**config.mk**
```make
export PLATFORM = sky130hd
export DESIGN_NAME = avm_axi_violation_monitor
export DESIGN_NICKNAME = d
export VERILOG_FILES = /design/src/verilog/avm_pkg.sv /design/src/verilog/avm_axi_violation_monitor.sv
export SDC_FILE = /design/constraint.sdc
export NUM_CORES = 1
export LEC_CHECK = 0
export ABC_AREA = 0
export BUFFER_PORTS_ARGS = -buffer_cell sky130_fd_sc_hd__buf_2
export CORE_AREA = 2 2 158 175
export CTS_CLUSTER_DIAMETER = 150
export DETAILED_ROUTE_END_ITERATION = 10
export DIE_AREA = 0 0 160 177
export MAX_ROUTING_LAYER = met4
export PLACE_DENSITY_LB_ADDON = 0.1
export SLEW_MARGIN = 5
export SYNTH_ARGS = -nofsm -noshare
export SYNTH_HDL_FRONTEND = slang
export SYNTH_SLANG_ARGS = --single-unit
export TNS_END_PERCENT = 50
```
**constraint.sdc**
```tcl
create_clock -name sys_clk -period 3.24 [get_ports sys_clk]
set_input_delay 0.81 -clock sys_clk [delete_from_list [all_inputs] [get_ports sys_clk]]
set_output_delay 0.81 -clock sys_clk [all_outputs]
set_load 0.01 [all_outputs]
```
**src/verilog/avm_pkg.sv**
```systemverilog
package avm_pkg;

    // ==================================================================
    // Protocol selection
    // ==================================================================
    typedef enum {
        AVM_PROTO_AXI4,
        AVM_PROTO_AXI3,
        AVM_PROTO_LITE
    } avm_proto_e;

    // ==================================================================
    // Sizes
    // ==================================================================
    localparam int AVM_FLAG_W = 160;
    localparam int AVM_ADDR_MAX = 64;
    localparam int AVM_USER_MAX = 1024;
    localparam int AVM_ID_MAX = 32;
    localparam int AVM_CNT_W = 8;
    localparam logic [AVM_CNT_W-1:0] AVM_CNT_ZERO = 8'h00;
    localparam logic [AVM_CNT_W-1:0] AVM_CNT_ONE = 8'h01;
    localparam logic [AVM_CNT_W-1:0] AVM_CNT_FULL = 8'hff;
    localparam logic [1:0] AVM_BURST_RSVD = 2'h3;
    localparam logic [7:0] AVM_LEN_SINGLE = 8'h00;
    localparam logic [AVM_FLAG_W-1:0] AVM_FLAGS_CLEAR = '0;

    // ==================================================================
    // Flag positions in the violation vector
    // ==================================================================
    localparam int AVM_CHANNELS = 5;
    localparam int AVM_CH_AW = 0;
    localparam int AVM_CH_W = 1;
    localparam int AVM_CH_B = 2;
    localparam int AVM_CH_AR = 3;
    localparam int AVM_CH_R = 4;
    localparam int AVM_BIT_STABLE = 0;
    localparam int AVM_BIT_DROP = 5;
    localparam int AVM_BIT_AWSIZE = 10;
    localparam int AVM_BIT_ARSIZE = 11;
    localparam int AVM_BIT_AWBURST = 12;
    localparam int AVM_BIT_ARBURST = 13;
    localparam int AVM_BIT_BORPHAN = 14;
    localparam int AVM_BIT_RORPHAN = 15;
    localparam int AVM_BIT_WOVFL = 16;
    localparam int AVM_BIT_ROVFL = 17;
    localparam int AVM_BIT_LITELEN = 18;
    localparam int AVM_BIT_LITELAST = 19;

endpackage
```
**src/verilog/avm_axi_violation_monitor.sv**
```systemverilog
`timescale 1ns/1ps
module avm_axi_violation_monitor #(
    parameter avm_pkg::avm_proto_e PROTOCOL = avm_pkg::AVM_PROTO_AXI4,
    parameter int DATA_WIDTH = 32,
    parameter int ADDR_WIDTH = 32,
    parameter int ID_WIDTH = 4,
    parameter int AWUSER_WIDTH = 1,
    parameter int ARUSER_WIDTH = 1,
    parameter int WUSER_WIDTH = 1,
    parameter int RUSER_WIDTH = 1,
    parameter int BUSER_WIDTH = 1
) (
    input wire logic sys_clk,
    input wire logic reset_n,
    input wire logic coreReset_n,
    input wire logic [ID_WIDTH-1:0] awId,
    input wire logic [ADDR_WIDTH-1:0] awAddr,
    input wire logic [7:0] awLen,
    input wire logic [2:0] awSize,
    input wire logic [1:0] awBurst,
    input wire logic [AWUSER_WIDTH-1:0] awUser,
    input wire logic awValid,
    input wire logic awReady,
    input wire logic [DATA_WIDTH-1:0] wData,
    input wire logic [DATA_WIDTH/8-1:0] wStrb,
    input wire logic wLast,
    input wire logic [WUSER_WIDTH-1:0] wUser,
    input wire logic wValid,
    input wire logic wReady,
    input wire logic [ID_WIDTH-1:0] bId,
    input wire logic [1:0] bResp,
    input wire logic [BUSER_WIDTH-1:0] bUser,
    input wire logic bValid,
    input wire logic bReady,
    input wire logic [ID_WIDTH-1:0] arId,
    input wire logic [ADDR_WIDTH-1:0] arAddr,
    input wire logic [7:0] arLen,
    input wire logic [2:0] arSize,
    input wire logic [1:0] arBurst,
    input wire logic [ARUSER_WIDTH-1:0] arUser,
    input wire logic arValid,
    input wire logic arReady,
    input wire logic [ID_WIDTH-1:0] rId,
    input wire logic [DATA_WIDTH-1:0] rData,
    input wire logic [1:0] rResp,
    input wire logic rLast,
    input wire logic [RUSER_WIDTH-1:0] rUser,
    input wire logic rValid,
    input wire logic rReady,
    output logic [avm_pkg::AVM_FLAG_W-1:0] violation_flag_vector,
    output logic any_violation_out
);
    import avm_pkg::*;

    // ==================================================================
    // Configuration limits
    // ==================================================================
    // Widths outside the legal sets hold every detect bit low, though the registers and counters still elaborate, so a bad
    // configuration shows as flags stuck at zero rather than as wrong checks.
    localparam bit FULL_OK = (DATA_WIDTH == 32) || (DATA_WIDTH == 64) || (DATA_WIDTH == 128)
        || (DATA_WIDTH == 256) || (DATA_WIDTH == 512) || (DATA_WIDTH == 1024);
    localparam bit LITE_OK = (DATA_WIDTH == 32) || (DATA_WIDTH == 64);
    localparam bit IS_LITE = (PROTOCOL == AVM_PROTO_LITE);
    localparam bit WIDTH_OK = (IS_LITE ? LITE_OK : FULL_OK)
        && (ADDR_WIDTH <= AVM_ADDR_MAX)
        && (ID_WIDTH <= AVM_ID_MAX)
        && (AWUSER_WIDTH <= AVM_USER_MAX) && (ARUSER_WIDTH <= AVM_USER_MAX)
        && (WUSER_WIDTH <= AVM_USER_MAX) && (RUSER_WIDTH <= AVM_USER_MAX)
        && (BUSER_WIDTH <= AVM_USER_MAX);
    // Largest legal size code: no beat may be wider than the data bus.
    localparam logic [2:0] MAX_SIZE = 3'($clog2(DATA_WIDTH / 8));

    // ==================================================================
    // Channel payloads, packed to one common width
    // ==================================================================
    // Thirteen bits carry the length, size and burst fields of an address beat;
    // three carry the response code and last marker of a read beat.
    localparam int AW_W = ID_WIDTH + ADDR_WIDTH + 13 + AWUSER_WIDTH;
    localparam int AR_W = ID_WIDTH + ADDR_WIDTH + 13 + ARUSER_WIDTH;
    localparam int W_W = DATA_WIDTH + DATA_WIDTH / 8 + 1 + WUSER_WIDTH;
    localparam int R_W = ID_WIDTH + DATA_WIDTH + 3 + RUSER_WIDTH;
    localparam int B_W = ID_WIDTH + 2 + BUSER_WIDTH;
    localparam int PAY_W = (AW_W > AR_W ? AW_W : AR_W) > (W_W > R_W ? W_W : R_W)
        ? (AW_W > AR_W ? AW_W : AR_W) : (W_W > R_W ? W_W : R_W);

    // The monitored signals are only ever read here; the module has no output
    // towards either party of the connection.
    wire [PAY_W-1:0] payload [AVM_CHANNELS];
    wire [AVM_CHANNELS-1:0] chValid;
    wire [AVM_CHANNELS-1:0] chReady;
    assign payload[AVM_CH_AW] = PAY_W'({awId, awAddr, awLen, awSize, awBurst, awUser});
    assign payload[AVM_CH_W] = PAY_W'({wData, wStrb, wLast, wUser});
    assign payload[AVM_CH_B] = PAY_W'({bId, bResp, bUser});
    assign payload[AVM_CH_AR] = PAY_W'({arId, arAddr, arLen, arSize, arBurst, arUser});
    assign payload[AVM_CH_R] = PAY_W'({rId, rData, rResp, rLast, rUser});
    // Valid and ready are gathered in the channel order of the flag map.
    assign chValid = {rValid, arValid, bValid, wValid, awValid};
    assign chReady = {rReady, arReady, bReady, wReady, awReady};

    // One detect bit per flag, high in the cycle whose inputs break a rule.
    logic [AVM_FLAG_W-1:0] detect;
    logic [AVM_FLAG_W-1:0] next_flags;
    logic [AVM_CNT_W-1:0] wrOutstanding;
    logic [AVM_CNT_W-1:0] rdOutstanding;

    // ==================================================================
    // Handshake stability checks, one per channel
    // ==================================================================
    // The payload is compared as one word, so a change of data, strobe or user
    // sideband is caught as surely as a change of address.
    genvar ch;
    generate
        for (ch = 0; ch < AVM_CHANNELS; ch++) begin : gStable
            logic stalled;
            logic [PAY_W-1:0] heldPayload;
            // A beat offered without ready must hold its payload and its valid.
            always_ff @(posedge sys_clk or negedge reset_n) begin
                if (!reset_n) begin
                    stalled <= 1'b0;
                    heldPayload <= '0;
                end else begin
                    stalled <= chValid[ch] && !chReady[ch];
                    heldPayload <= payload[ch];
                end
            end
            assign detect[AVM_BIT_STABLE + ch] = WIDTH_OK && stalled && chValid[ch]
                && (payload[ch] != heldPayload);
            assign detect[AVM_BIT_DROP + ch] = WIDTH_OK && stalled && !chValid[ch];
        end
    endgenerate

    // ==================================================================
    // Outstanding transaction tracking
    // ==================================================================
    // Handshake strobes and counter limits. A Lite read has a single beat, so
    // every accepted read beat closes its transaction there.
    wire awFire = awValid && awReady;
    wire bFire = bValid && bReady;
    wire arFire = arValid && arReady;
    wire rEndFire = rValid && rReady && (rLast || IS_LITE);
    wire wrEmpty = (wrOutstanding == AVM_CNT_ZERO);
    wire rdEmpty = (rdOutstanding == AVM_CNT_ZERO);
    wire wrFull = (wrOutstanding == AVM_CNT_FULL);
    wire rdFull = (rdOutstanding == AVM_CNT_FULL);

    // Counters saturate; an overflow is flagged rather than wrapped so the
    // orphan checks never see a false empty.
    // The core reset leaves both counts alone, so transactions in flight keep
    // their pairing across it; only the interface reset empties them.
    always_ff @(posedge sys_clk or negedge reset_n) begin
        if (!reset_n) begin
            wrOutstanding <= AVM_CNT_ZERO;
            rdOutstanding <= AVM_CNT_ZERO;
        end else begin
            if (awFire && !(bFire && !wrEmpty) && !wrFull) begin
                wrOutstanding <= wrOutstanding + AVM_CNT_ONE;
            end else if (bFire && !awFire && !wrEmpty) begin
                wrOutstanding <= wrOutstanding - AVM_CNT_ONE;
            end
            if (arFire && !(rEndFire && !rdEmpty) && !rdFull) begin
                rdOutstanding <= rdOutstanding + AVM_CNT_ONE;
            end else if (rEndFire && !arFire && !rdEmpty) begin
                rdOutstanding <= rdOutstanding - AVM_CNT_ONE;
            end
        end
    end

    // ==================================================================
    // Field and ordering checks
    // ==================================================================
    // A response in the same cycle as its address is legal for neither
    // channel, so the same-cycle address does not excuse an empty count.
    // Size and burst codes are judged while valid is high, whether or not ready is.
    assign detect[AVM_BIT_AWSIZE] = WIDTH_OK && awValid && (awSize > MAX_SIZE);
    assign detect[AVM_BIT_ARSIZE] = WIDTH_OK && arValid && (arSize > MAX_SIZE);
    assign detect[AVM_BIT_AWBURST] = WIDTH_OK && !IS_LITE && awValid && (awBurst == AVM_BURST_RSVD);
    assign detect[AVM_BIT_ARBURST] = WIDTH_OK && !IS_LITE && arValid && (arBurst == AVM_BURST_RSVD);
    assign detect[AVM_BIT_BORPHAN] = WIDTH_OK && bFire && wrEmpty;
    assign detect[AVM_BIT_RORPHAN] = WIDTH_OK && rEndFire && rdEmpty;
    assign detect[AVM_BIT_WOVFL] = WIDTH_OK && awFire && wrFull && !bFire;
    assign detect[AVM_BIT_ROVFL] = WIDTH_OK && arFire && rdFull && !rEndFire;
    assign detect[AVM_BIT_LITELEN] = WIDTH_OK && IS_LITE
        && ((awValid && (awLen != AVM_LEN_SINGLE)) || (arValid && (arLen != AVM_LEN_SINGLE)));
    assign detect[AVM_BIT_LITELAST] = WIDTH_OK && IS_LITE
        && ((wValid && !wLast) || (rValid && !rLast));
    assign detect[AVM_FLAG_W-1:AVM_BIT_LITELAST+1] = '0;

    // ==================================================================
    // Sticky flag vector and summary output
    // ==================================================================
    // Every detect bit ORs into its own flag, so any mix of bits may set in a
    // cycle; only a reset takes a flag down again.
    // Limitation: a flag names the broken rule, not the beat or identifier at fault.
    assign next_flags = coreReset_n ? (violation_flag_vector | detect)
        : AVM_FLAGS_CLEAR;

    // The summary is computed from the next vector so it moves on the same edge.
    // Taking it from the registered vector instead would lag the flags by a cycle.
    always_ff @(posedge sys_clk or negedge reset_n) begin
        if (!reset_n) begin
            violation_flag_vector <= AVM_FLAGS_CLEAR;
            any_violation_out <= 1'b0;
        end else begin
            violation_flag_vector <= next_flags;
            any_violation_out <= |next_flags;
        end
    end

endmodule // avm_axi_violation_monitor

```
[Yosys cells after proc, flatten, opt, wreduce, memory -nomap -nowiden]
Cells that the tools add are included.
W data, S select, Z words.
Cells by class
  add/sub/neg operators: 4
  magnitude comparators: 2
  equality and inequality tests: 9
  muxes and demuxes: 5
  bitwise logic cells: 1
  reductions and logical operators: 70
Operator list (count)
  $mux W160: 1
  $or A160 B18 Y160: 1
  $reduce_or A160 Y1: 1
  $ne A50 B50 Y1: 2
  $logic_and A1 B1 Y1: 45
  $ne A40 B40 Y1: 1
  $ne A38 B38 Y1: 1
  $mux W8: 4
  $logic_not A1 Y1: 20
  $add A8 B1 Y8 const B: 2
  $eq A8 B8 Y1 const B: 2
  $logic_not A8 Y1: 2
  $sub A8 B1 Y8 const B: 2
  $ne A7 B7 Y1: 1
  $gt A3 B2 Y1 const B: 2
  $eq A2 B2 Y1 const B: 2
  $reduce_bool A2 Y1: 2
Storage, ports and cells
  register bits: 367
  input port bits: 198
  output and inout port bits: 161
  word-level logic and storage cells: 105

[Longest topological paths before layout]
Gate-level depths: netlist of the first run.
  depth in word-level cells: 7
  mapped depth: 10
  mapped depth without buffers: 10

[Worst setup path after synthesis of the first run]
Ideal clock, no wire load.
  path kind: input -> register
  start point: in rReady
  end point: reg rdOutstanding[7]
  setup time: 125 ps
  data arrival time: 2861 ps
  data required time: 3115 ps
  slack: 254 ps
  stages: 9
  path buffers: 0
  path through: and3_1 > a211o_1 > ha_1 > a21o_1 > a21oi_1 > o21bai_1 > a2111oi_0 > a2111o_1 > nand2_1
On the way
  word-level cells in the longest chain between the ends: 7
  elaborated cells between the ends (all ways): 10
  those cells by class: mux: 1; reduce/logical: 9
RTL lines
  start: declaration: line avm_axi_violation_monitor.sv:49  | input wire logic rReady,
  $logic_and A1 B1 Y1 (*) (2 in series): line avm_axi_violation_monitor.sv:140  | wire rEndFire = rValid && rReady && (rLast || IS_LITE);
  $logic_and A1 B1 Y1: line avm_axi_violation_monitor.sv:160  | if (arFire && !(rEndFire && !rdEmpty) && !rdFull) begin
  $logic_not A1 Y1: line avm_axi_violation_monitor.sv:160
  $logic_and A1 B1 Y1 (2 in series): line avm_axi_violation_monitor.sv:160
  $mux W8 or $reduce_bool A2 Y1 (tied branches)
  end signal: assignment: line avm_axi_violation_monitor.sv:161  | rdOutstanding <= rdOutstanding + AVM_CNT_ONE;
  end signal: assignment: line avm_axi_violation_monitor.sv:163  | rdOutstanding <= rdOutstanding - AVM_CNT_ONE;
  end: declaration: line avm_axi_violation_monitor.sv:104  | logic [AVM_CNT_W-1:0] rdOutstanding;
Mark *: on every way between the ends. The rest lies on a longest branch, timed or not.
A chain may end at the register's enable or synchronous reset.

[Worst setup path in the final report of the first run]
  start point: reg wrOutstanding[4]
  end point: reg wrOutstanding[7]
On the way
  word-level cells in the longest chain between the ends: 7
  elaborated cells between the ends (all ways): 14
  those cells by class: add/sub: 2; eq/ne: 1; mux: 2; reduce/logical: 9
RTL lines
  start: declaration: line avm_axi_violation_monitor.sv:103  | logic [AVM_CNT_W-1:0] wrOutstanding;
  start signal: assignment: line avm_axi_violation_monitor.sv:156  | wrOutstanding <= wrOutstanding + AVM_CNT_ONE;
  start signal: assignment: line avm_axi_violation_monitor.sv:158  | wrOutstanding <= wrOutstanding - AVM_CNT_ONE;
  branches (longest 7 deep; another with $sub A8 B1 Y8)
Parallel ways; which one is timed is not known. The select of a mux whose other input is x is not followed.

==> results of run 1 <==
==> critical path, stage by stage (launching register included) <==
cell and delay, ns:
dfrtp_1 0.41, nor4_1 0.33, nand2_1 0.15, a311o_1 0.46, ha_1 0.31, a21o_1 0.16
a21oi_1 0.22, o21bai_1 0.13, a2111oi_1 0.55, a2111o_1 0.18, nand2_1 0.05
==> final cells by class <==
class                           count  area, µm²
Antenna cell                        6       15.0
Clock buffer                       52       1050
Clock inverter                      8       68.8
Timing Repair Buffer              375       1970
Fill cell                        2152       9550
Sequential cell                   367       9180
Inverter                            7       26.3
Multi-Input combinational cell    600       4330
Tap cell                          357        447
==> worst paths after layout <==
| kind | slack, ns | endpoint |
|---|---|---|
| worst max-delay path | 0.16 | wrOutstanding[7] |
| worst max register to register | 0.16 | wrOutstanding[7] |
| worst min register to register | 0.51 | violation_flag_vector[124] |
| worst min-delay path | 0.25 | gStable[3].heldPayload[37] |
| max in group asynchronous | 2.06 | gStable[0].heldPayload[40] |
| min in group sys_clk | 0.43 | gStable[4].heldPayload[32] |
==> cells in the mapped netlist, types with 3 or more instances <==
cell / number
a21o_1: 8
a21oi_1: 25
and2_1: 148
clkbuf_1: 20
dfrtp_1: 367
ha_1: 12
inv_1: 6
mux2_1: 4
nand2_1: 15
nand3_1: 7
nand4_1: 34
nor2_1: 29
nor2b_1: 6
nor3_1: 6
nor4_1: 68
o21a_1: 3
o21bai_1: 6
or2_0: 3
or4_1: 3
xnor2_1: 88
xor2_1: 109
==> registers in the layout (all words and copies together) (netlist names) <==
register,flops
any_violation_out,1
gStable.heldPayload,185
gStable.stalled,5
rdOutstanding,8
violation_flag_vector,160
wrOutstanding,8
==> kinds of logic (layout without fill, tap and decap cells) <==
logic type	count (synthesis)	after routing
AOI/OAI and AO/OA	61	61
xor gates and xnor gates	197	197
adders and majority gates	14	14
buffers and inverters	27	442
DFF	367	367
muxes	4	4
other	0	6
and+or+nand+nor	324	324
==> power by group through the flow <==
stage / clock network (W) / registers, W / logic, W
floorplan: 0 / 0.00505 / 0.000781
global placement: 0 / 0.00507 / 0.00121
detailed placement: 0 / 0.00509 / 0.00124
CTS: 0.00411 / 0.00501 / 0.00125
global route: 0.00430 / 0.00504 / 0.00140
finish: 0.00400 / 0.00502 / 0.00123
==> per-stage QoR <==
stage | instances | util | hold slack (ns) | setup WS, ns | power [W]
after floorplan | 994 | - | 0.504 | 0.254 | 0.00584
after global placement | 1706 | 0.598 | 0.488 | 0.133 | 0.00629
after detailed placement | 1706 | 0.598 | 0.495 | 0.129 | 0.00633
after CTS | 1766 | 0.641 | 0.272 | 0.164 | 0.0104
after global routing | 1772 | 0.642 | 0.282 | 0.00309 | 0.0108
final | 1772 | 0.642 | 0.246 | 0.162 | 0.0102
==> routing by layer <==
layer	vias to the layer above	GRT usage
li1	4160	-
met1	4294	0.285
met2	281	0.357
met3	61	0.0640
met4	0	0.0755
met5	-	-
==> cell usage in the layout (no fill, tap or decap), drive strengths merged, types with 2 or more instances in the layout <==
| cell type | n |
|---|---|
| or2 | 3 |
| nand2 | 15 |
| nor2b | 6 |
| o41ai | 2 |
| a21oi | 25 |
| nand4 | 34 |
| xor2 | 109 |
| dfrtp | 367 |
| and2 | 148 |
| mux2 | 4 |
| or4 | 4 |
| buf | 375 |
| diode | 6 |
| inv | 8 |
| o21bai | 6 |
| nand3 | 7 |
| a2111o | 2 |
| and3 | 2 |
| clkbuf | 52 |
| a31oi | 2 |
| nor2 | 29 |
| xnor2 | 88 |
| nor3 | 6 |
| o21a | 3 |
| nor4 | 68 |
| o31a | 2 |
| a2111oi | 3 |
| ha | 12 |
| fa | 2 |
| clkinv | 6 |
| o32ai | 2 |
| a311oi | 2 |
| a21o | 8 |
==> out/metrics.csv, run 1 <==
metric,value,unit
met2 routed WL,14600,µm
worst slew pin tran,0.800,ns
fin. max-slew vios,0,
Setup CP Type,reg -> reg,
crit path from,wrOutstanding[4],
Period minus WS final,3.08,ns
Achievable Freq,0.325,GHz
number of cell rows,63,
die area,28300,µm²
top post-synthesis cells by area,"dfrtp_1 (68%), xor2_1 (7.0%), and2_1 (6.8%)",
Routed Antenna Nets,0,
CTS Buf Count,38,
endpoints failing setup,0,
number of synthesized flops with an enable pin,0,
Die Wd,160,µm
Psw,0.00249,W
Max-Cap Viols,0,
Final Hold Vio Count,0,
share of cells above drive strength 1,0.305,
postcts setup bufs,0,
Adder-Cell Fraction of Synth Area,0.0140,
Worst EP required,3.63,ns
cell area after synthesis,13600,µm²
crit end category,flip-flop,
fin crit share,0.950,
worst min-delay path class,in -> async,
Internal Power,0.00775,W
GR Overflow Total,0,
top layer in use,met4,
setup TNS,0,ns
num ports,359,
RSZ-0062 raised after global routing,false,
detailed-route wire length per cell,17.5,µm
Core Area,26600,µm²
Via Count,8796,
leakage,8.66,nW
XOR/XNOR Fraction of Synth Area,0.127,
number of global-route vias before repair,9310,
CTS tree,yes,
post-route design area,17100,µm²
CP startpoint kind,flip-flop,
mux contribution to synthesized area,0.00331,
worst skew pair latency,0.51,ns
routed vias/inst,4.96,
met3 WL,2470,µm
post-synthesis simple-gate area fraction,0.141,
drt drc,0,
Clock Skew,0.0166,ns
Power Dens Cells,599,nW/µm²
first-pass GRT wire length,48800,µm
DIE HEIGHT,177,µm
Detailed Route WL,30900,µm
Clock Path Buffers,3,
fin nets,1601,
first-pass detailed-route iteration total,4,
GP Congestion,0.797,
Layout area overhead,25.7,%
"Reg clk slew, reported paths",0.06,ns
Slew HR,0.467,
cell count after synthesis,994,
"Async S/R FF share, synth",1.00,
DP HPWL,23000,µm
Post-CTS Resized,0,
status,"finished, final reports clean",
Synth cell types,39,
Comb pwr share,0.120,
Synth Area in Compound Gates,0.0324,
switch share,0.243,
crit path max fanout,5,
VDD IR max,0.460,mV
CP arrival,3.47,ns
top_reg_cell synth,dfrtp_1,
DP Area,15900,µm²
clock root cell,clkbuf_16,
Starting DRT DRC Count,410,
Clk pwr share,0.390,
Seq pwr share,0.490,
total track usage,0.226,
H-Tree Level Count,2,
initial core utilization,0.510,
initial antenna violation count,6,
number of synthesis warnings,0,
RR Startpoint,wrOutstanding[4],
Synth top area share,0.675,
largest family of logic cells by synthesized area,simple AND/OR/NAND/NOR gates,
IO buf count,358,
R2R cell count,10,
Synth Net Count,1206,
largest area contributor in the netlist,dfrtp_1,
#FFs+latches synth,367,
# hold bufs at CTS,0,
met1 WL,12900,µm
largest net degree at the start of global routing,107,
clock sink count,367,
Syn Area/Cell,13.7,µm²
post-synthesis sequential area ratio,0.675,
Power figures use the tool's default switching activity.
==> run 2, diff against run 1 <==
--- a/config.mk
+++ b/config.mk
@@ -7,10 +7,10 @@
 export LEC_CHECK = 0
 export ABC_AREA = 0
 export BUFFER_PORTS_ARGS = -buffer_cell sky130_fd_sc_hd__buf_2
-export CORE_AREA = 2 2 158 175
+export CORE_AREA = 2 2 166 184
 export CTS_CLUSTER_DIAMETER = 150
 export DETAILED_ROUTE_END_ITERATION = 10
-export DIE_AREA = 0 0 160 177
+export DIE_AREA = 0 0 168 186
 export MAX_ROUTING_LAYER = met4
 export PLACE_DENSITY_LB_ADDON = 0.1
 export SLEW_MARGIN = 5
==> constraint.sdc (replaced) <==
create_clock -name sys_clk -period 2.6 [get_ports sys_clk]
set_input_delay 0.65 -clock sys_clk [delete_from_list [all_inputs] [get_ports sys_clk]]
set_output_delay 0.65 -clock sys_clk [all_outputs]
set_load 0.01 [all_outputs]
==> run 2 against run 1 <==
Clock skew rose by 0.0011 ns. Via count grew 2.1%. Critical path type unchanged. Global-route usage fell by 1.3 points. Largest cell class unchanged. Cell count increased by 5.0%. The flow now finishes with violations (setup timing).
==> out/metrics.csv, run 2 (synthesis gave the netlist of run 1 again) <==
metric,value,unit,change
status,"complete, but fails checks",,"was finished, final reports clean"
failing checks,setup timing,,
met2 Track Usage GR,0.331,,was 0.357
Achievable Freq,0.384,GHz,was 0.325 GHz
GR Overflow Total,0,,unchanged
Routed Antenna Nets,0,,unchanged
pre-CTS setup slack,-0.146,ns,was 0.129 ns
Clock Skew,0.0178,ns,was 0.0166 ns
Seq pwr share,0.441,,was 0.490
Layout area overhead,32.4,%,was 25.7%
switch share,0.252,,was 0.243
leakage,9.10,nW,was 8.66 nW
Slew HR,0.548,,was 0.467
fin nets,1664,,was 1601
busiest layer in global routing,met2,,unchanged
Worst EP required,3.00,ns,was 3.63 ns
crit end category,flip-flop,,unchanged
num ports,359,,unchanged
"most common cell after layout, fill and taps aside",dfrtp_1,,unchanged
clock sink count,367,,unchanged
initial antenna violation count,6,,unchanged
RSZ-0062 raised after global routing,true,,was false
most frequent cells in the layout,"dfrtp_1 (367), buf_2 (356), and2_1 (148)",,unchanged
DP HPWL,23900,µm,was 23000 µm
met1 usage,0.268,,was 0.285
worst skew pair latency,0.54,ns,was 0.51 ns
CP arrival,3.01,ns,was 3.47 ns
crit path max fanout,5,,unchanged
most flop-heavy register,gStable.heldPayload,,unchanged
worst slew pin tran,0.673,ns,was 0.800 ns
VDD IR max,0.523,mV,was 0.460 mV
Clock Path Buffers,3,,unchanged
Final Hold Vio Count,0,,unchanged
total track usage,0.214,,was 0.226
largest net degree at the start of global routing,92,,was 107
CTS tree,yes,,unchanged
final worst slack,-0.00476,ns,was 0.162 ns
Internal Power,0.0105,W,was 0.00775 W
number of global-route vias before repair,9555,,was 9310
GP Congestion,0.835,,was 0.797
endpoints failing setup,1,,was 0
die area,31200,µm²,was 28300 µm²
max incr delay on CP,0.41,ns,was 0.55 ns
Setup CP Type,reg -> reg,,unchanged
worst-path cell chain,"nor4_4, nand2_1, a211o_4, ha_4, a21o_1, a21oi_2, buf_4, buf_4, buf_4, buf_4, buf_6, xnor2_2, a21oi_1",,"was nor4_1, nand2_1, a311o_1, ha_1, a21o_1, a21oi_1, o21bai_1, a2111oi_1, a2111o_1, nand2_1"
Via Count,8980,,was 8796
H-Tree Level Count,2,,unchanged
drt drc,0,,unchanged
share of cells above drive strength 1,0.359,,was 0.305
RR Startpoint,rdOutstanding[1],,was wrOutstanding[4]
Most Frequent Cell on Critical Path,buf_4,,was nand2_1
number of cell rows,66,,was 63
largest registers,"gStable.heldPayload (185), violation_flag_vector (160)",,unchanged
routed vias/inst,4.83,,was 4.96
clock root cell,clkbuf_16,,unchanged
DIE HEIGHT,186,µm,was 177 µm
Comb pwr share,0.166,,was 0.120
first-pass detailed-route iteration total,4,,unchanged
Max-Cap Viols,0,,unchanged
met3 usage,0.0649,,was 0.0640
CTS Buf Count,40,,was 38
IO buf count,358,,unchanged
detailed-route wire length per cell,17.3,µm,was 17.5 µm
crit path from,rdOutstanding[1],,was wrOutstanding[4]
first-pass GRT wire length,50500,µm,was 48800 µm
Detailed Route WL,32200,µm,was 30900 µm
"Reg clk slew, reported paths",0.06,ns,about the same
"CP delay by family, top",compound AO/OA/AOI/OAI gates,,unchanged
Buf/Inv on CP,5,,was 0
Core Area,29300,µm²,was 26600 µm²
max FFs per register,185,,unchanged
initial core utilization,0.464,,was 0.510
CP startpoint kind,flip-flop,,unchanged
slowest cell on the critical path,dfrtp_1,,was a2111oi_1
fin. max-slew vios,0,,unchanged
Power Dens Cells,782,nW/µm²,was 599 nW/µm²
Psw,0.00355,W,was 0.00249 W
fin crit share,1.00,,was 0.950
Clk pwr share,0.393,,was 0.390
Final Power,0.0141,W,was 0.0102 W
Die Wd,168,µm,was 160 µm
Period minus WS final,2.60,ns,was 3.08 ns
# hold bufs at CTS,0,,unchanged
worst min-delay path class,in -> async,,unchanged
Starting DRT DRC Count,442,,was 410
run 2: changes by cell type in the layout (fill, tap and decap cells not counted), sizes merged:
cell / before / now
buf: 375 / 436
clkinvlp: 0 / 1
inv: 8 / 9
clkbuf: 52 / 60
run 2: routing by layer:
layer  part of all wire  vias to the layer above
li1                   -                     4294
met1               0.42                     4359
met2               0.48                      261
met3              0.072                       66
met4              0.031                        0
met5                  0                        -
run 2: area by class of cell:
class                      instances  area [µm²]
inverter                           7        26.3
timing repair buffer             436        2470
antenna                            6        15.0
clock inverter                    10        96.3
multi-input combinational        600        4550
fill                            2404       11300
tap                              374         468
clock buffer                      60        1210
sequential                       367        9180
run 2: power by group through the flow:
stage	Combinational [W]	Clock [W]	Sequential, W
2_1_floorplan	0.00104	0	0.00631
3_3_place_gp	0.00200	0	0.00626
3_5_place_dp	0.00204	0	0.00627
4_1_cts	0.00220	0.00567	0.00619
5_1_grt	0.00261	0.00595	0.00624
6_report	0.00234	0.00553	0.00621
run 2: timing repair:
item	4_1_cts	5_1_grt
buffers inserted	8	1
endpoints found under the setup margin	5	8
gates cloned	0	0
pin swaps	23	5
resized for setup	15	13
run 2: through the flow:
| step | hold slack (ns) | TNS (ns) | cells | area [µm²] | util |
|---|---|---|---|---|---|
| after floorplan | 0.354 | -0.0900 | 994 | 13600 | - |
| after global placement | 0.492 | -0.457 | 1775 | 16400 | 0.561 |
| after detailed placement | 0.496 | -0.641 | 1775 | 16400 | 0.561 |
| after CTS | 0.0100 | -0.0418 | 1853 | 17900 | 0.611 |
| after global routing | 0.0109 | -0.781 | 1860 | 18000 | 0.614 |
| final | 0.000589 | -0.00476 | 1860 | 18000 | 0.614 |
run 2: worst paths after layout:
| check | endpoint | slack (ns) | depth (start not counted) |
|---|---|---|---|
| worst max-delay path | rdOutstanding[3] | -0.005 | 13 |
| worst min-delay path | gStable[3].heldPayload[24] | 0.0006 | 1 |
| worst max register to register | rdOutstanding[3] | -0.005 | 13 |
| worst min register to register | violation_flag_vector[142] | 0.51 | 1 |
| max in group asynchronous | gStable[1].heldPayload[3] | 1.78 | 3 |
| min in group sys_clk | gStable[2].heldPayload[0] | 0.24 | 1 |
==> run 3, diff against run 2 <==
--- a/config.mk
+++ b/config.mk
@@ -7,10 +7,12 @@
 export LEC_CHECK = 0
 export ABC_AREA = 0
 export BUFFER_PORTS_ARGS = -buffer_cell sky130_fd_sc_hd__buf_2
-export CORE_AREA = 2 2 166 184
+export CELL_PAD_IN_SITES_DETAIL_PLACEMENT = 0
+export CELL_PAD_IN_SITES_GLOBAL_PLACEMENT = 1
+export CORE_AREA = 2 2 184 204
 export CTS_CLUSTER_DIAMETER = 150
 export DETAILED_ROUTE_END_ITERATION = 10
-export DIE_AREA = 0 0 168 186
+export DIE_AREA = 0 0 186 206
 export MAX_ROUTING_LAYER = met4
 export PLACE_DENSITY_LB_ADDON = 0.1
 export SLEW_MARGIN = 5
==> run 3 against run 2 <==
The flow still finishes with violations (setup timing). Sequential power about the same. Via count decreased by 0.42%. Die area increased by 23%. Total power rose by 1.3%. Global-route usage down 3.1 points. Routed wire length is 5.0% higher. Clock skew fell by 0.0045 ns. Fmax down 1.3%. Register-to-register slack worse by 0.03 ns. Critical path type unchanged.
==> out/metrics.csv, run 3 (synthesis gave the netlist of run 1 again) <==
metric,value,unit,change
Routed Antenna Nets,0,,unchanged
Clock Skew,0.0133,ns,was 0.0178 ns
largest net degree at the start of global routing,118,,was 92
setup TNS,-0.0451,ns,was -0.00476 ns
max FFs per register,185,,unchanged
most flop-heavy register,gStable.heldPayload,,unchanged
GR Overflow Total,0,,unchanged
clock root cell,clkbuf_16,,unchanged
total track usage,0.182,,was 0.214
Layout area overhead,34.3,%,was 32.4%
H-Tree Level Count,2,,unchanged
switch share,0.249,,was 0.252
DP HPWL,25300,µm,was 23900 µm
leakage,9.16,nW,was 9.10 nW
Finished Core Util,0.499,,was 0.614
first-pass detailed-route iteration total,4,,unchanged
fin nets,1668,,was 1664
crit end category,flip-flop,,unchanged
worst min-delay path class,in -> async,,unchanged
Die Wd,186,µm,was 168 µm
fin. max-slew vios,0,,unchanged
clock sink count,367,,unchanged
initial core utilization,0.372,,was 0.464
Psw,0.00355,W,about the same
Detailed Route WL,33800,µm,was 32200 µm
filler instances,3386,,was 2404
most frequent cells in the layout,"dfrtp_1 (367), buf_2 (356), and2_1 (148)",,unchanged
Internal Power,0.0107,W,was 0.0105 W
Worst EP required,3.02,ns,was 3.00 ns
Comb pwr share,0.160,,was 0.166
Core Area,36600,µm²,was 29300 µm²
number of global-route vias before repair,9413,,was 9555
Max-Cap Viols,0,,unchanged
crit path max fanout,4,,was 5
worst skew pair latency,0.53,ns,was 0.54 ns
share of cells above drive strength 1,0.366,,was 0.359
CP arrival,3.05,ns,was 3.01 ns
R2R cell count,10,,was 13
VDD IR max,0.483,mV,was 0.523 mV
IO buf count,358,,unchanged
met1 WL,13700,µm,was 13400 µm
failing checks,setup timing,,unchanged
Power Dens Cells,781,nW/µm²,was 782 nW/µm²
DP Area,16600,µm²,was 16400 µm²
initial antenna violation count,2,,was 6
Final Hold Vio Count,0,,unchanged
"Reg clk slew, reported paths",0.06,ns,about the same
worst-path cell chain,"nor4_4, nand2_1, a211o_4, fa_2, a21o_1, a21oi_2, o21bai_1, a21oi_1, xnor2_1, mux2_4",,"was nor4_4, nand2_1, a211o_4, ha_4, a21o_1, a21oi_2, buf_4, buf_4, buf_4, buf_4, buf_6, xnor2_2, a21oi_1"
RR Startpoint,rdOutstanding[6],,was rdOutstanding[1]
Starting DRT DRC Count,353,,was 442
fin crit share,1.01,,was 1.00
first-pass GRT wire length,51800,µm,was 50500 µm
Setup CP Type,reg -> reg,,unchanged
Clock Path Buffers,3,,unchanged
detailed-route wire length per cell,17.1,µm,was 17.3 µm
met2 routed WL,16700,µm,was 15500 µm
CP startpoint kind,flip-flop,,unchanged
endpoints failing setup,2,,was 1
slowest cell on the critical path,dfrtp_1,,unchanged
Slew HR,0.415,,was 0.548
largest registers,"gStable.heldPayload (185), violation_flag_vector (160)",,unchanged
max incr delay on CP,0.42,ns,was 0.41 ns
final worst slack,-0.0380,ns,was -0.00476 ns
routed vias/inst,4.51,,was 4.83
drt drc,0,,unchanged
met3 WL,2650,µm,was 2310 µm
Achievable Freq,0.379,GHz,was 0.384 GHz
worst slew pin tran,0.878,ns,was 0.673 ns
R2R Path End,rdOutstanding[6],,was rdOutstanding[3]
DIE HEIGHT,206,µm,was 186 µm
Period minus WS final,2.64,ns,was 2.60 ns
CTS tree,yes,,unchanged
num ports,359,,unchanged
Seq pwr share,0.434,,was 0.441
"most common cell after layout, fill and taps aside",dfrtp_1,,unchanged
Fin Hold WS,0.0108,ns,was 0.000589 ns
Register Area,9180,µm²,unchanged
R2R setup slack,-0.04,ns,was -0.005 ns
Via Count,8942,,was 8980
top layer in use,met4,,unchanged
die area,38300,µm²,was 31200 µm²
GP Congestion,0.770,,was 0.835
RSZ-0062 raised after global routing,true,,unchanged
post-route design area,18300,µm²,was 18000 µm²
number of cell rows,74,,was 66
area of the multi-input gates,4570,µm²,was 4550 µm²
Clk pwr share,0.406,,was 0.393
status,"complete, but fails checks",,unchanged
CTS Buf Count,41,,was 40
==> run 3: changes by cell type in the layout (fill, tap and decap cells not counted), sizes merged <==
cell and change:
buf +3, bufinv +1, clkbuf +1, clkinv +3
clkinvlp +1, diode -4, inv -1
==> run 3: power groups by stage <==
stage	registers (W)	clock network, W	logic [W]
after floorplan	0.00631	0	0.00104
after global placement	0.00626	0	0.00206
after detailed placement	0.00626	0	0.00207
after CTS	0.00618	0.00598	0.00216
after global routing	0.00622	0.00625	0.00253
final	0.00619	0.00580	0.00228
==> run 3: worst max-delay path, delay by kind of cell (launching register included) <==
kind	cells	cell delay [ns]
flip-flops	1	0.42
AND/OR/NAND/NOR	2	0.42
multiplexers	1	0.25
XOR/XNOR	1	0.10
adder cells (fa/ha/maj)	1	0.36
AO/OA/AOI/OAI	5	0.97
==> run 3: final cells by class <==
type | instances | area share
Multi-Input combinational cell | 600 | 0.250
Clock inverter | 14 | 0.00706
Clock buffer | 61 | 0.0681
Sequential cell | 367 | 0.503
Inverter | 7 | 0.00144
Timing Repair Buffer | 439 | 0.136
Tap cell | 494 | 0.0338
Antenna cell | 2 | 0.000274
==> run 3: worst max-delay path by stage <==
| stage | slack (ns) | start | endpoint |
|---|---|---|---|
| after global routing | -0.17 | rdOutstanding[6] | rdOutstanding[6] |
| after detailed placement | -0.21 | rReady | rdOutstanding[6] |
| final | -0.04 | rdOutstanding[6] | rdOutstanding[6] |
| after CTS | -0.04 | rdOutstanding[1] | rdOutstanding[6] |
| after floorplan | -0.04 | wrOutstanding[0] | wrOutstanding[6] |
| after global placement | -0.16 | rReady | rdOutstanding[7] |
==> run 3: per-layer routing <==
layer,up-vias,global-route usage
met2,231,0.296
met3,47,0.0613
met1,4358,0.214
met5,-,-
met4,0,0.0574
li1,4306,-
==> run 3: timing repair <==
item | in CTS | in global routing
setup endpoints to repair | 5 | 7
setup buffers | 5 | 3
pin swaps | 19 | 13
hold buffers | 0 | 0
resized for setup | 18 | 12
==> run 3: through the flow <==
stage               total power, W  instances  setup WS, ns
finish                      0.0143       1984       -0.0380
global route                0.0150       1984        -0.167
CTS                         0.0143       1979       -0.0446
detailed placement         0.00833       1899        -0.207
global placement           0.00832       1899        -0.162
floorplan                  0.00734        994       -0.0418
